`src/pkg/ccod_pkg.sv`:
```
`default_nettype none
// shared constants and types for the clock output driver control block
package ccod_pkg;

  // fixed structure
  localparam int NCH    = 4;                 // number of output drivers
  localparam int CFG_W  = 16;                // stored width of a driver config word
  localparam int DIV_W  = 8;                 // half-period count width
  localparam int FREQ_W = 20;                // selected input frequency, in kHz
  localparam int AW     = 8;                 // register address width
  localparam int DW     = 32;                // register data width

  // register byte offsets
  localparam logic [7:0] OFS_CFG0   = 8'h00; // driver config, one word per driver
  localparam logic [7:0] OFS_DIV0   = 8'h10; // output divider half period
  localparam logic [7:0] OFS_PHASE0 = 8'h20; // phase step request, write only
  localparam logic [7:0] OFS_GCTRL  = 8'h30; // global control
  localparam logic [7:0] OFS_FREQ   = 8'h34; // selected input frequency in kHz
  localparam logic [7:0] OFS_STATUS = 8'h38; // status, read only

  // driver config field positions
  localparam int B_EN     = 0;               // register enable of the driver
  localparam int B_DISHI  = 1;               // disabled level: 1 high, 0 low
  localparam int B_SYNC   = 2;               // synchronous disable
  localparam int B_SE     = 3;               // single-ended mode
  localparam int B_INVT   = 4;               // invert true pin
  localparam int B_INVC   = 5;               // invert complement pin
  localparam int B_DRV_LO = 6;               // drive strength code, two bits
  localparam int B_PD     = 8;               // power down

  // global control and status field positions
  localparam int B_ZDM      = 0;             // zero delay mode request
  localparam int B_ST_INIT  = 0;             // configuration loaded
  localparam int B_ST_ZDM   = 1;             // zero delay mode active
  localparam int B_ST_HITL  = 2;             // hitless switching allowed
  localparam int B_ST_GLOB  = 3;             // global pin permits outputs
  localparam int B_ST_ACT   = 8;             // per-driver active flags start here

  // drive strength codes
  localparam logic [1:0] DRV_WEAK   = 2'h1;
  localparam logic [1:0] DRV_MEDIUM = 2'h2;
  localparam logic [1:0] DRV_STRONG = 2'h3;

  // values after reset and limits
  localparam logic [CFG_W-1:0]  CFG_RST     = 16'h0000;
  localparam logic [DIV_W-1:0]  DIV_RST     = 8'h00;
  localparam logic [FREQ_W-1:0] FREQ_RST    = 20'h0_0000;
  localparam logic [FREQ_W-1:0] ZDM_MIN_KHZ = 20'h0_0080;  // 128 kHz
  localparam logic [3:0]        NVM_WORDS   = 4'h8;        // configs, then dividers

  // configuration load sequencer
  typedef enum logic [1:0] {st_idle, st_load, st_run} ccod_state_t;

endpackage : ccod_pkg
`default_nettype wire

```
`src/ccod_sync.sv`:
```
`default_nettype none
// two flip-flop synchroniser for a level from outside the clock domain
module ccod_sync
  import ccod_pkg::*;
(
  input  wire logic clk_sys,
  input  wire logic rst,
  input  wire logic d,
  output logic      q
);

  typedef struct packed {
    logic ff1;  // first stage, read only by the second
    logic ff2;  // settled copy
  } ccod_sync_t;

  ccod_sync_t s_reg;
  ccod_sync_t s_next;

  // shift the level through both stages
  always_comb begin
    s_next     = s_reg;
    s_next.ff1 = d;
    s_next.ff2 = s_reg.ff1;
  end

  always_ff @(posedge clk_sys) begin
    if (rst) begin
      s_reg <= '0;
    end else begin
      s_reg <= s_next;
    end
  end

  assign q = s_reg.ff2;

endmodule : ccod_sync
`default_nettype wire

```
`src/ccod_chan.sv`:
```
`default_nettype none
// one output driver: divider, phase stepping, gating, polarity
module ccod_chan
  import ccod_pkg::*;
(
  input  wire logic             clk_sys,
  input  wire logic             rst,
  input  wire logic             div_rst,
  input  wire logic [DIV_W-1:0] half,
  input  wire logic             phase_wr,
  input  wire logic [DIV_W-1:0] phase_val,
  input  wire logic             en_req,
  input  wire logic             sync_dis,
  input  wire logic             dis_high,
  input  wire logic             single_ended,
  input  wire logic             inv_true,
  input  wire logic             inv_comp,
  input  wire logic             power_down,
  output logic                  clock_pin_true,
  output logic                  clock_pin_complement,
  output logic                  active,
  output logic                  raw_clk
);

  typedef struct packed {
    logic [DIV_W-1:0] cnt;   // cycles left in this half period
    logic             clk;   // raw divided clock
    logic [DIV_W-1:0] pend;  // phase delay cycles still to insert
    logic             gate;  // driver passing the clock
    logic             out_t; // true pin level
    logic             out_c; // complement pin level
  } ccod_chan_t;

  ccod_chan_t s_reg;
  ccod_chan_t s_next;
  logic       rise;         // raw clock about to rise: a period has ended
  logic [DIV_W-1:0] base;   // pending delay after this cycle's use

  // divider, delay insertion, gating and pin levels
  always_comb begin
    s_next = s_reg;
    base   = s_reg.pend;
    rise   = (s_reg.cnt == DIV_RST) && !s_reg.clk && (s_reg.pend == DIV_RST);
    if (div_rst || power_down) begin
      // known divider state; a reset also drops any pending skew
      s_next.cnt = DIV_RST;
      s_next.clk = 1'b0;
      if (div_rst) begin
        base = DIV_RST;
      end
    end else if (s_reg.cnt != DIV_RST) begin
      s_next.cnt = s_reg.cnt - 8'h01;
    end else if (!s_reg.clk && (s_reg.pend != DIV_RST)) begin
      // stretch the low half only, so no pulse ever gets shorter
      base = s_reg.pend - 8'h01;
    end else begin
      s_next.clk = !s_reg.clk;
      s_next.cnt = half;
    end
    s_next.pend = phase_wr ? (base + phase_val) : base;
    // gating: immediate, or only at the end of a whole period
    if (power_down || div_rst) begin
      s_next.gate = 1'b0;
    end else if (!sync_dis) begin
      s_next.gate = en_req;
    end else if (rise) begin
      s_next.gate = en_req;
    end
    // pin levels follow the next gate and clock, so they stay in step
    s_next.out_t = s_next.gate ? (s_next.clk ^ inv_true) : dis_high;
    if (single_ended) begin
      s_next.out_c = s_next.gate ? (s_next.clk ^ inv_comp) : dis_high;
    end else begin
      s_next.out_c = !s_next.out_t;
    end
    if (power_down) begin
      s_next.out_t = 1'b0;
      s_next.out_c = 1'b0;
    end
  end

  always_ff @(posedge clk_sys) begin
    if (rst) begin
      s_reg <= '0;
    end else begin
      s_reg <= s_next;
    end
  end

  assign clock_pin_true       = s_reg.out_t;
  assign clock_pin_complement = s_reg.out_c;
  assign active               = s_reg.gate;
  assign raw_clk              = s_reg.clk;

  property p_imm_off;
    @(posedge clk_sys) disable iff (rst) (!en_req && !sync_dis) |=> !active;
  endproperty
  a_imm_off: assert property (p_imm_off) else $error("driver did not stop at once");

  property p_sync_hold;
    @(posedge clk_sys) disable iff (rst)
      (active && s_reg.clk && sync_dis && !div_rst && !power_down) |=> active;
  endproperty
  a_sync_hold: assert property (p_sync_hold) else $error("driver cut mid period");

  property p_dis_level;
    @(posedge clk_sys) disable iff (rst)
      (!active && !$past(power_down)) |-> (clock_pin_true == $past(dis_high));
  endproperty
  a_dis_level: assert property (p_dis_level) else $error("wrong disabled level");

  property p_in_phase;
    @(posedge clk_sys) disable iff (rst)
      (active && $past(single_ended) && !$past(inv_true) && !$past(inv_comp)
       && !$past(power_down)) |-> (clock_pin_true == clock_pin_complement);
  endproperty
  a_in_phase: assert property (p_in_phase) else $error("single-ended pins not in phase");

  property p_delay_low;
    @(posedge clk_sys) disable iff (rst)
      (s_reg.cnt == DIV_RST && !s_reg.clk && s_reg.pend != DIV_RST && !div_rst
       && !power_down) |=> !raw_clk;
  endproperty
  a_delay_low: assert property (p_delay_low) else $error("phase step shortened a pulse");

  property p_div_reset;
    @(posedge clk_sys) disable iff (rst) div_rst |=> (!raw_clk && !active);
  endproperty
  a_div_reset: assert property (p_div_reset) else $error("divider not held in reset");

endmodule : ccod_chan
`default_nettype wire

```
`src/ccod_top.sv`:
```
`default_nettype none
// How it works
// - pin high forces every driver disabled
// - pin low enables drivers per register
// - each driver has own register disable
// - disabled driver rests low or high
// - sync disable waits for period end
// - without sync, disable stops clock immediately
// - single-ended: both pins clock, in phase
// - per-pin polarity inversion in single-ended; differential uses only the true-pin inversion, and the complement follows it
// - drive strength codes one to three
// - phase steps applied glitchlessly while running
// - zero delay uses external feedback, above 128kHz
// - no hitless switching in zero delay
// - dividers reset during power-up initialisation
// - unused drivers can be powered down
// - defaults load from memory before clocks
module ccod_top
  import ccod_pkg::*;
(
  input  wire logic             clk_sys,
  input  wire logic             rst,
  // register port
  input  wire logic [AW-1:0]    reg_addr,
  input  wire logic [DW-1:0]    reg_wdata,
  input  wire logic             reg_wr,
  input  wire logic             reg_rd,
  output logic      [DW-1:0]    reg_rdata,
  // pins
  input  wire logic             global_output_disable_pin,
  input  wire logic             external_feedback_input,
  // configuration memory, data one cycle after the address
  output logic      [2:0]       nvm_addr,
  output logic                  nvm_rd,
  input  wire logic [DW-1:0]    nvm_data,
  // drivers
  output logic      [NCH-1:0]   clock_pin_true,
  output logic      [NCH-1:0]   clock_pin_complement,
  output logic      [NCH-1:0]   drive_select_weak,
  output logic      [NCH-1:0]   drive_select_medium,
  output logic      [NCH-1:0]   drive_select_strong,
  output logic      [NCH-1:0]   driver_power_down,
  // loop and status
  output logic                  feedback_clock,
  output logic                  zero_delay_active,
  output logic                  hitless_switch_allowed,
  output logic                  init_done
);

  typedef struct packed {
    ccod_state_t                   state;    // load sequencer
    logic [3:0]                    idx;      // next memory word to ask for
    logic                          cap;      // a memory word arrives this cycle
    logic [NCH-1:0][CFG_W-1:0]     cfg;      // driver config words
    logic [NCH-1:0][DIV_W-1:0]     div;      // divider half periods
    logic                          zdm_req;  // zero delay mode requested
    logic [FREQ_W-1:0]             freq_khz; // selected input frequency
    logic [NCH-1:0]                phase_wr; // one-cycle phase step pulses
    logic [DIV_W-1:0]              phase_val;// size of the phase step
    logic [DW-1:0]                 rdata;    // read answer
  } ccod_top_t;

  ccod_top_t        s_reg;
  ccod_top_t        s_next;
  logic             glob_dis_s;   // synchronised global pin
  logic             ext_fb_s;     // synchronised feedback input
  logic [NCH-1:0]   chan_en;      // per-driver enable request
  logic [NCH-1:0]   chan_act;     // per-driver active flags
  logic [NCH-1:0]   chan_raw;     // raw divided clocks
  logic             running;      // configuration loaded
  logic             zdm_ok;       // zero delay allowed and requested
  logic [7:0]       base;         // register region of the address
  logic [1:0]       ch;           // driver index of the address
  logic             lane_ok;      // word aligned access
  logic [3:0]       cidx;         // index of the memory word arriving

  // the pin comes from outside, so it is settled before use
  ccod_sync u_sync_oe (
    .clk_sys (clk_sys),
    .rst     (rst),
    .d       (global_output_disable_pin),
    .q       (glob_dis_s)
  );

  // the feedback input is a foreign clock and is treated as a level
  ccod_sync u_sync_fb (
    .clk_sys (clk_sys),
    .rst     (rst),
    .d       (external_feedback_input),
    .q       (ext_fb_s)
  );

  assign running = (s_reg.state == st_run);
  // frequency check guards against a loop that cannot lock externally
  assign zdm_ok  = running && s_reg.zdm_req && (s_reg.freq_khz > ZDM_MIN_KHZ);

  // address split; the low two bits must be zero
  assign base    = {reg_addr[7:4], 4'h0};
  assign ch      = reg_addr[3:2];
  assign lane_ok = (reg_addr[1:0] == 2'h0);
  assign cidx    = s_reg.idx - 4'h1;

  // register port, configuration load and sequencer
  always_comb begin
    s_next          = s_reg;
    s_next.phase_wr = '0;
    s_next.rdata    = '0;
    unique case (s_reg.state)
      st_idle: begin
        // start the memory walk right after reset
        s_next.state = st_load;
        s_next.idx   = 4'h0;
        s_next.cap   = 1'b0;
      end
      st_load: begin
        // capture the word asked for one cycle ago
        if (s_reg.cap) begin
          if (!cidx[2]) begin
            s_next.cfg[cidx[1:0]] = nvm_data[CFG_W-1:0];
          end else begin
            s_next.div[cidx[1:0]] = nvm_data[DIV_W-1:0];
          end
        end
        s_next.cap = (s_reg.idx < NVM_WORDS);
        if (s_reg.idx < NVM_WORDS) begin
          s_next.idx = s_reg.idx + 4'h1;
        end else if (!s_reg.cap) begin
          s_next.state = st_run;
        end
      end
      st_run: begin
        // software writes only once the defaults are in place
        if (reg_wr && lane_ok) begin
          if (base == OFS_CFG0) begin
            s_next.cfg[ch] = reg_wdata[CFG_W-1:0];
          end else if (base == OFS_DIV0) begin
            s_next.div[ch] = reg_wdata[DIV_W-1:0];
          end else if (base == OFS_PHASE0) begin
            s_next.phase_wr[ch] = 1'b1;
            s_next.phase_val    = reg_wdata[DIV_W-1:0];
          end else if (reg_addr == OFS_GCTRL) begin
            s_next.zdm_req = reg_wdata[B_ZDM];
          end else if (reg_addr == OFS_FREQ) begin
            s_next.freq_khz = reg_wdata[FREQ_W-1:0];
          end
        end
      end
      default: begin
        // the spare state code restarts the load
        s_next.state = st_idle;
      end
    endcase
    // reads answer in every state; unmapped words read zero
    if (reg_rd && lane_ok) begin
      if (base == OFS_CFG0) begin
        s_next.rdata[CFG_W-1:0] = s_reg.cfg[ch];
      end else if (base == OFS_DIV0) begin
        s_next.rdata[DIV_W-1:0] = s_reg.div[ch];
      end else if (reg_addr == OFS_GCTRL) begin
        s_next.rdata[B_ZDM] = s_reg.zdm_req;
      end else if (reg_addr == OFS_FREQ) begin
        s_next.rdata[FREQ_W-1:0] = s_reg.freq_khz;
      end else if (reg_addr == OFS_STATUS) begin
        s_next.rdata[B_ST_INIT]            = running;
        s_next.rdata[B_ST_ZDM]             = zdm_ok;
        s_next.rdata[B_ST_HITL]            = !zdm_ok;
        s_next.rdata[B_ST_GLOB]            = !glob_dis_s;
        s_next.rdata[B_ST_ACT +: NCH]      = chan_act;
      end
    end
  end

  // every register runs every cycle
  always_ff @(posedge clk_sys) begin
    if (rst) begin
      s_reg           <= '0;
      s_reg.state     <= st_idle;
      s_reg.cfg       <= {NCH{CFG_RST}};
      s_reg.div       <= {NCH{DIV_RST}};
      s_reg.freq_khz  <= FREQ_RST;
    end else begin
      s_reg <= s_next;
    end
  end

  // one driver per output, each gated by pin, register and load state
  for (genvar g = 0; g < NCH; g++) begin : g_chan
    // pin low plus register enable; nothing before defaults load
    assign chan_en[g] = running && !glob_dis_s && s_reg.cfg[g][B_EN]
                        && !s_reg.cfg[g][B_PD];
    // the drive code picks one impedance; a zero code falls back to weak
    assign drive_select_weak[g]   = (s_reg.cfg[g][B_DRV_LO +: 2] == DRV_WEAK)
                                    || (s_reg.cfg[g][B_DRV_LO +: 2] == 2'h0);
    assign drive_select_medium[g] = (s_reg.cfg[g][B_DRV_LO +: 2] == DRV_MEDIUM);
    assign drive_select_strong[g] = (s_reg.cfg[g][B_DRV_LO +: 2] == DRV_STRONG);
    assign driver_power_down[g]   = s_reg.cfg[g][B_PD];

    ccod_chan u_chan (
      .clk_sys              (clk_sys),
      .rst                  (rst),
      .div_rst              (!running),
      .half                 (s_reg.div[g]),
      .phase_wr             (s_reg.phase_wr[g]),
      .phase_val            (s_reg.phase_val),
      .en_req               (chan_en[g]),
      .sync_dis             (s_reg.cfg[g][B_SYNC]),
      .dis_high             (s_reg.cfg[g][B_DISHI]),
      .single_ended         (s_reg.cfg[g][B_SE]),
      .inv_true             (s_reg.cfg[g][B_INVT]),
      .inv_comp             (s_reg.cfg[g][B_INVC]),
      .power_down           (s_reg.cfg[g][B_PD]),
      .clock_pin_true       (clock_pin_true[g]),
      .clock_pin_complement (clock_pin_complement[g]),
      .active               (chan_act[g]),
      .raw_clk              (chan_raw[g])
    );
  end

  // zero delay closes the loop outside; otherwise driver 0 feeds back
  assign feedback_clock         = zdm_ok ? ext_fb_s : chan_raw[0];
  assign zero_delay_active      = zdm_ok;
  // hitless switching cannot coexist with an external loop
  assign hitless_switch_allowed = !zdm_ok;
  assign init_done              = running;
  assign nvm_addr               = s_reg.idx[2:0];
  assign nvm_rd                 = (s_reg.state == st_load) && (s_reg.idx < NVM_WORDS);
  assign reg_rdata              = s_reg.rdata;

  property p_glob_off;
    @(posedge clk_sys) disable iff (rst)
      global_output_disable_pin [*3] |-> (chan_en == '0);
  endproperty
  a_glob_off: assert property (p_glob_off) else $error("pin high left a driver on");

  property p_glob_on;
    @(posedge clk_sys) disable iff (rst)
      (!global_output_disable_pin [*3] ##0 (running && s_reg.cfg[0][B_EN]
       && !s_reg.cfg[0][B_PD])) |-> chan_en[0];
  endproperty
  a_glob_on: assert property (p_glob_on) else $error("pin low did not enable");

  property p_reg_dis;
    @(posedge clk_sys) disable iff (rst)
      (running && !s_reg.cfg[1][B_EN]) |-> !chan_en[1];
  endproperty
  a_reg_dis: assert property (p_reg_dis) else $error("register disable ignored");

  property p_enable_and;
    @(posedge clk_sys) disable iff (rst)
      chan_en[0] |-> (!glob_dis_s && s_reg.cfg[0][B_EN] && running);
  endproperty
  a_enable_and: assert property (p_enable_and) else $error("enable without both permits");

  property p_zdm_freq;
    @(posedge clk_sys) disable iff (rst)
      zero_delay_active |-> (s_reg.freq_khz > ZDM_MIN_KHZ && s_reg.zdm_req);
  endproperty
  a_zdm_freq: assert property (p_zdm_freq) else $error("zero delay below 128 kHz");

  property p_no_hitless;
    @(posedge clk_sys) disable iff (rst)
      zero_delay_active |-> !hitless_switch_allowed;
  endproperty
  a_no_hitless: assert property (p_no_hitless) else $error("hitless allowed in zero delay");

  property p_load_first;
    @(posedge clk_sys) disable iff (rst) !init_done |=> (chan_act == '0);
  endproperty
  a_load_first: assert property (p_load_first) else $error("clock before defaults loaded");

  property p_drive;
    @(posedge clk_sys) disable iff (rst)
      (s_reg.cfg[2][B_DRV_LO +: 2] == DRV_STRONG) |->
        (drive_select_strong[2] && !drive_select_weak[2] && !drive_select_medium[2]);
  endproperty
  a_drive: assert property (p_drive) else $error("drive code not decoded");

  property p_pdown;
    @(posedge clk_sys) disable iff (rst)
      (s_reg.cfg[3][B_PD] && $past(s_reg.cfg[3][B_PD])) |->
        (!clock_pin_true[3] && !clock_pin_complement[3] && driver_power_down[3]);
  endproperty
  a_pdown: assert property (p_pdown) else $error("powered-down driver toggles");

endmodule : ccod_top
`default_nettype wire

```
`config.mk`:
```
export PLATFORM = sky130hd
export DESIGN_NAME = ccod_top
export DESIGN_NICKNAME = d
export VERILOG_FILES = /design/src/pkg/ccod_pkg.sv /design/src/ccod_sync.sv /design/src/ccod_chan.sv /design/src/ccod_top.sv
export SDC_FILE = /design/constraint.sdc
export NUM_CORES = 1
export LEC_CHECK = 0
export CORE_MARGIN = 4
export CORE_UTILIZATION = 58
export DETAILED_ROUTE_END_ITERATION = 8
export DONT_BUFFER_PORTS = 1
export PLACE_DENSITY = 0.77
export SLEW_MARGIN = 20
export SYNTH_ARGS = -nofsm -noshare
export SYNTH_HDL_FRONTEND = slang
export SYNTH_SLANG_ARGS = --single-unit
```
`constraint.sdc`:
```
create_clock -name clk_sys -period 3.15 [get_ports clk_sys]
set_input_delay 0.315 -clock clk_sys [delete_from_list [all_inputs] [get_ports clk_sys]]
set_output_delay 0.315 -clock clk_sys [all_outputs]
set_load 0.01 [all_outputs]
```
==> results of run 1 <==
## where the power goes
group | switching [µW] | internal (µW)
combinational | 254 | 208
clock | 1320 | 2080
sequential | 57.4 | 3090
## synth_stat cells (42+ instances only)
library cell  count
dfxtp_1         240
nor2_1          238
nand2_1         151
a21oi_1         144
clkbuf_1         72
ha_1             56
a211oi_1         55
nand3_1          53
buf_4            47
a22oi_1          46
inv_1            44
mux2i_1          43
nor3_1           42
## kinds of logic after synthesis
group                      Yosys count
adders and majority gates           60
DFF                                240
muxes                               68
AOI/OAI and AO/OA                  405
buffers and inverters              180
xor gates and xnor gates            67
and+or+nand+nor                    630
other                                1
## stage by stage
step	total power [µW]	TNS, ns	hold WS, ns	setup WS [ns]	util (%)
after floorplan	3544	0	0.4138	0.006001	-
after global placement	3573	-0.1150	0.4166	-0.07791	61.86
after detailed placement	3582	-0.4362	0.4151	-0.1376	61.86
after CTS	6964	-0.07847	-0.1092	-0.07847	72.61
after global routing	7153	-1.478	-0.1002	-0.3955	75.17
final	7005	-0.3389	-0.07781	-0.1866	75.21
## metal layers
layer	vias to the layer above	GRT usage, %	share of wire, %	routed length, µm
li1	6220	-	-	-
met1	6486	40.46	36	16950
met2	945	53.48	45	20990
met3	263	10.69	13	6095
met4	2	15.59	6.4	3015
met5	-	0	0.070	33
## layout make-up
cell class / instances / area, µm²
clock buffer: 35 / 785.8
multi-input combinational: 1242 / 8482
timing repair buffer: 267 / 2392
antenna: 3 / 7.507
tap: 313 / 391.6
fill: 1496 / 5682
sequential: 240 / 4827
inverter: 45 / 168.9
clock inverter: 13 / 178.9
## cells in the final DEF, fill, tap and decap left out, drive strengths merged, types with 53 or more instances in the layout
master,count
a211oi,56
a21oi,144
buf,126
dfxtp,240
dlygate4sd3,140
ha,56
nand2,151
nand3,53
nor2,238
## worst max-delay path by stage
stage / endpoint / slack [ns] / startpoint / depth (start not counted)
2_1_floorplan: g_chan[1].u_chan.s_reg[9] / 0.006 / g_chan[1].u_chan.s_reg[14] / 14
3_3_place_gp: g_chan[0].u_chan.s_reg[10] / -0.08 / g_chan[0].u_chan.s_reg[12] / 15
3_5_place_dp: g_chan[0].u_chan.s_reg[10] / -0.14 / g_chan[0].u_chan.s_reg[12] / 15
4_1_cts: g_chan[1].u_chan.s_reg[10] / -0.08 / g_chan[1].u_chan.s_reg[14] / 13
5_1_grt: g_chan[1].u_chan.s_reg[10] / -0.40 / g_chan[1].u_chan.s_reg[14] / 14
6_report: g_chan[1].u_chan.s_reg[10] / -0.19 / g_chan[1].u_chan.s_reg[14] / 14
## what timing repair did
item	in CTS	in global routing
setup endpoints to repair	8	106
buffers inserted	2	29
endpoints found under the hold margin	156	17
gates resized for setup	14	101
pin swaps	4	52
## critical path, cell delays in order (launching register included)
cell and delay [ns]:
dfxtp_2 0.32, or4_4 0.54, nand2b_4 0.17, nor3_4 0.21, buf_4 0.17, and4bb_1 0.24, xnor2_2 0.14, nor2_1 0.07
ha_1 0.33, nand3_1 0.10, o211ai_1 0.11, o41ai_2 0.29, mux2i_1 0.32, xor2_1 0.17, nor2_1 0.05
==> metrics.yaml, run 1 <==
worst_hold_path:
  hold_path_class: "input port to register"
  worst_hold_path.endpoint: "s_reg[32]"
  whs_path_depth: 2
  worstHoldStart: "reg_wdata[0]"
synth:
  ys_warn_count: 0
  post_synth.cell_area_avg_um2: 8.275
  synthSimpleGateAreaFrac_pct: 22.03
  ys.flop_type: "dfxtp_1"
  synth_edf_count: 0
  synthMuxAreaShare_pct: 7.189
  synth_xor_area_share_pct: 4.295
  seq_area_frac_synth_pct: 35.17
  post_synth_fa_ha_maj_area_fraction_pct: 5.715
  ys_ff_latch: 240
  synth_top_family_by_area: "simple AND/OR/NAND/NOR gates"
  yosys.area.top_type: "dfxtp_1"
  syn-instance-count: 1651
  synth_area_mm2: 0.01366
  synth_area_leaders: "dfxtp_1, nor2_1, a21oi_1"
  synth-compound-area-share_pct: 19.25
  synthArstFlopShare_pct: 0
  netlist.area_leader.share_pct: 35.17
  synthDistinctLibCells: 78
timing:
  setup_viol: 5
  slew_violations: 0
  hold_violations: 17
  slew-limit-headroom_pct: 47.28
  setup_ws_ns: -0.1866
  holdWs_ns: -0.07781
  timing.final.crit_share_pct: 105.9
  finalCriticalPeriod_ns: 3.337
  rsz0062_at_grt: "true"
  worst_slew_pin_slew_ns: 0.7908
  fin_skew_ns: 0.02918
  max_clock_freq_mhz: 299.7
critical_path:
  startpoint_type: "register"
  r2r-end: "g_chan[1].u_chan.s_reg[10]"
  cp_data_required_time_ns: 3.56
  path_class: "register to register"
  r2r-start: "g_chan[1].u_chan.s_reg[14]"
  r2r_slack_ns: -0.19
  endpoint_kind: "register"
  rr_worst_depth: 14
  crit_fanout: 4
  cp.arrival_ns: 3.75
placement:
  finalWeightedCongestion: 0.9601
  port-buffer-count: 0
  place_hpwl_mm: 30.07
  post-place-cells: 1937
  placed_area_mm2: 0.01418
floorplanning:
  initial_core_util_pct: 59.62
  io_pins: 142
  rows: 55
  core_area_mm2: 0.02292
  die_y_um: 161.5
  fp.dieArea_mm2: 0.02607
  die_x_um: 161.5
run:
  drv_cap: 0
detailed_routing:
  final_antenna_net_count: 0
  route.detailed.drc: 0
  wirelength_mm: 47.08
  wire_per_inst_um: 21.81
  first_pass_iters: 7
  drt-initial-drc-count: 2377
  avgViaCountPerCell: 6.449
  vias: 13920
global_route:
  grtUsageTotal_pct: 33.20
  antenna_found_initial: 2
  grt_pass1_wl_mm: 70.42
  grt_pass1_vias: 13450
  gr-total-overflow: 0
  grt_start_max_net_pins: 175
run_status:
  violations: "hold timing, setup timing"
  status: "complete, but fails checks"
clock_tree:
  clk-insertion-delay-late_ns: 0.54
  cts_tree: "built"
  cts_buffers: 26
  h-tree-depth: 1
  cts-root-buf: "clkbuf_16"
  postCtsHoldBufs: 141
  clkSinkCount: 240
  clk_path_buf_depth: 3
  cts.reportedPaths.clkPinSlew_ns: 0.06
cells_and_area:
  area_growth_pct: 26.15
  finalNetCount: 1960
  instances_no_fill: 2158
  largest_reg_flops: 129
  design_area_mm2: 0.01723
  drive_gt1_share_pct: 17.54
power:
  leakagePower_uw: 0.006991
  peakVddDrop_mv: 0.4190
  powerDensity_mw_per_mm2: 406.5
(Power assumes the default switching activity.)
==> inputs of run 2 (changes only) <==
--- a/config.mk
+++ b/config.mk
@@ -5,6 +5,7 @@
 export SDC_FILE = /design/constraint.sdc
 export NUM_CORES = 1
 export LEC_CHECK = 0
+export CORE_ASPECT_RATIO = 1.1
 export CORE_MARGIN = 4
 export CORE_UTILIZATION = 58
 export DETAILED_ROUTE_END_ITERATION = 8
==> metrics.yaml, run 2 (synthesized netlist as in run 1, its figures left out) <==
cells_and_area:
  fill_cells: 1565  # +4.6%
  largest_reg_flops: 129  # unchanged
  layout_commonest_cell: "nor2_1"
  design_area_mm2: 0.01709  # -0.83%
  instances_no_fill: 2133  # -1.2%
  mostFrequentLayoutCells: "nor2_1, dfxtp_1, dlygate4sd3_1, nand2_1, a21oi_1"
  drive_gt1_share_pct: 15.39  # -2.1 points
  finalNetCount: 1953  # -0.36%
  area_growth_pct: 25.09
  final_core_util_pct: 74.29  # -0.92 points
worst_hold_path:
  hold_path_class: "input port to register"
floorplanning:
  core_area_mm2: 0.02300  # +0.39%
  die_x_um: 154.3  # -4.4%
  die_y_um: 169.0  # +4.6%
  fp.dieArea_mm2: 0.02608  # about the same
  io_pins: 142  # unchanged
  rows: 58  # +5.5%
  initial_core_util_pct: 59.39  # -0.23 points
timing:
  slew-limit-headroom_pct: 47.06  # -0.22 points
  slew_violations: 0  # unchanged
  finalCriticalPeriod_ns: 3.236  # -0.1004 ns
  holdWs_ns: -0.07442  # +0.003393 ns
  worst_slew_pin_slew_ns: 0.7930  # +0.002263 ns
  rsz0062_at_grt: "true"
  max_clock_freq_mhz: 309.0  # +3.1%
  hold_violations: 4  # -13
  setup_viol: 1  # -4
  timing.final.crit_share_pct: 102.7  # -3.2 points
  setup_ws_ns: -0.08620  # +0.1004 ns
  fin_skew_ns: 0.02308  # -0.006099 ns
critical_path:
  path_class: "register to register"
  slowest_delay_ns: 0.54  # about the same
  crit_fanout: 4  # unchanged
  slowest_stage: "or4_4"
  cp_data_required_time_ns: 3.58  # +0.02 ns
  r2r_slack_ns: -0.09  # +0.10 ns
  startpoint_type: "register"
  crit_top_cell: "nor2_1"
  endpoint_kind: "register"
  cp.arrival_ns: 3.67  # -0.08 ns
  cp.buffers_inverters: 1  # unchanged
  crit_family: "simple AND/OR/NAND/NOR gates"
  cp_cell_sequence: "or4_4 > nand2b_4 > nor3_4 > buf_6 > and4bb_1 > xnor2_1 > nor2_1 > ha_1 > nand3_1 > o211ai_1 > o41ai_2 > mux2i_1 > xor2_1 > nor2_1"
clock_tree:
  clk_path_buf_depth: 3  # unchanged
  cts_buffers: 26  # unchanged
  h-tree-depth: 1  # unchanged
  cts_tree: "built"
  cts-root-buf: "clkbuf_16"
  cts.reportedPaths.clkPinSlew_ns: 0.06  # about the same
  clkSinkCount: 240  # unchanged
  clk-insertion-delay-late_ns: 0.55  # about the same
detailed_routing:
  drt-initial-drc-count: 1501  # -37%
  first_pass_iters: 6  # -1
  route.detailed.drc: 0  # unchanged
  wirelength_mm: 46.16  # -2.0%
  vias: 13750  # -1.2%
  final_antenna_net_count: 0  # unchanged
  avgViaCountPerCell: 6.447  # about the same
  wire_per_inst_um: 21.64  # -0.81%
power:
  powerDensity_mw_per_mm2: 396.1  # -2.6%
  peakVddDrop_mv: 0.4083  # -2.6%
  leakagePower_uw: 0.006939  # -0.75%
placement:
  place_hpwl_mm: 30.11  # +0.16%
  port-buffer-count: 0  # unchanged
  post-place-cells: 1918  # -0.98%
  placed_area_mm2: 0.01411  # -0.43%
  finalWeightedCongestion: 1.002  # +4.4%
run:
  drv_cap: 0  # unchanged
global_route:
  grt_pass1_vias: 13520  # +0.51%
  gr-total-overflow: 0  # unchanged
  grtUsageTotal_pct: 33.82  # +0.62 points
  grt_pass1_wl_mm: 71.66  # +1.8%
  antenna_found_initial: 0  # -2
  grt_start_max_net_pins: 175  # unchanged
run_status:
  status: "complete, but fails checks"
  violations: "hold timing, setup timing"
run 2: cell count changes in the layout (fill, tap and decap cells not counted), sizes merged, moves of 2 or more:
cell and change:
buf -22, clkinv +2, diode -2, dlygate4sd3 +16, clkinvlp -3, clkbuf -3
run 2: cell type report:
class / count / area, µm² / area share, %
Antenna cell: 1 / 2.502 / 0.01464
Timing Repair Buffer: 260 / 2394 / 14.01
Sequential cell: 240 / 4818 / 28.19
Tap cell: 300 / 375.4 / 2.196
Clock inverter: 12 / 162.7 / 0.9518
Inverter: 45 / 168.9 / 0.9884
Multi-Input combinational cell: 1242 / 8472 / 49.57
Clock buffer: 33 / 696.9 / 4.078
run 2: worst paths after layout:
kind | cells after the start | endpoint | start
max | 14 | g_chan[1].u_chan.s_reg[10] | g_chan[1].u_chan.s_reg[14]
min | 1 | g_chan[0].u_chan.s_reg[10] | rst
max reg2reg | 14 | g_chan[1].u_chan.s_reg[10] | g_chan[1].u_chan.s_reg[14]
min reg2reg | 2 | reg_rdata[6] | s_reg[50]
run 2: per-stage QoR:
step | hold slack (ns) | power, µW | setup slack (ns) | setup TNS [ns]
2_1_floorplan | 0.4138 | 3544 | 0.006001 | 0
3_3_place_gp | 0.3978 | 3583 | -0.05608 | -0.07148
3_5_place_dp | 0.4026 | 3592 | -0.09877 | -0.4206
4_1_cts | -0.1613 | 6718 | -0.06665 | -0.1225
5_1_grt | -0.09392 | 6946 | -0.2603 | -0.9492
6_report | -0.07442 | 6769 | -0.08620 | -0.08620
run 2: power breakdown:
| part | switching (µW) | total (µW) | internal (µW) |
|---|---|---|---|
| logic | 262 | 491 | 229 |
| clock network | 1310 | 3130 | 1820 |
| registers | 59.7 | 3150 | 3090 |
run 2: repair_timing:
action                                  CTS  global route
hold buffers                            154             2
gates resized for setup                  10            94
cloned                                    0             0
pin swaps                                 0            32
endpoints found under the setup margin    8            58
hold endpoints to repair                161             6
buffers inserted                          2            11
run 2: routing by layer:
| layer | vias to the layer above | share of wire [%] | track usage [%] |
|---|---|---|---|
| li1 | 6208 | - | - |
| met1 | 6439 | 36 | 40.55 |
| met2 | 855 | 47 | 55.02 |
| met3 | 249 | 10 | 7.671 |
| met4 | 0 | 7.4 | 21.08 |
| met5 | - | 0 | 0 |
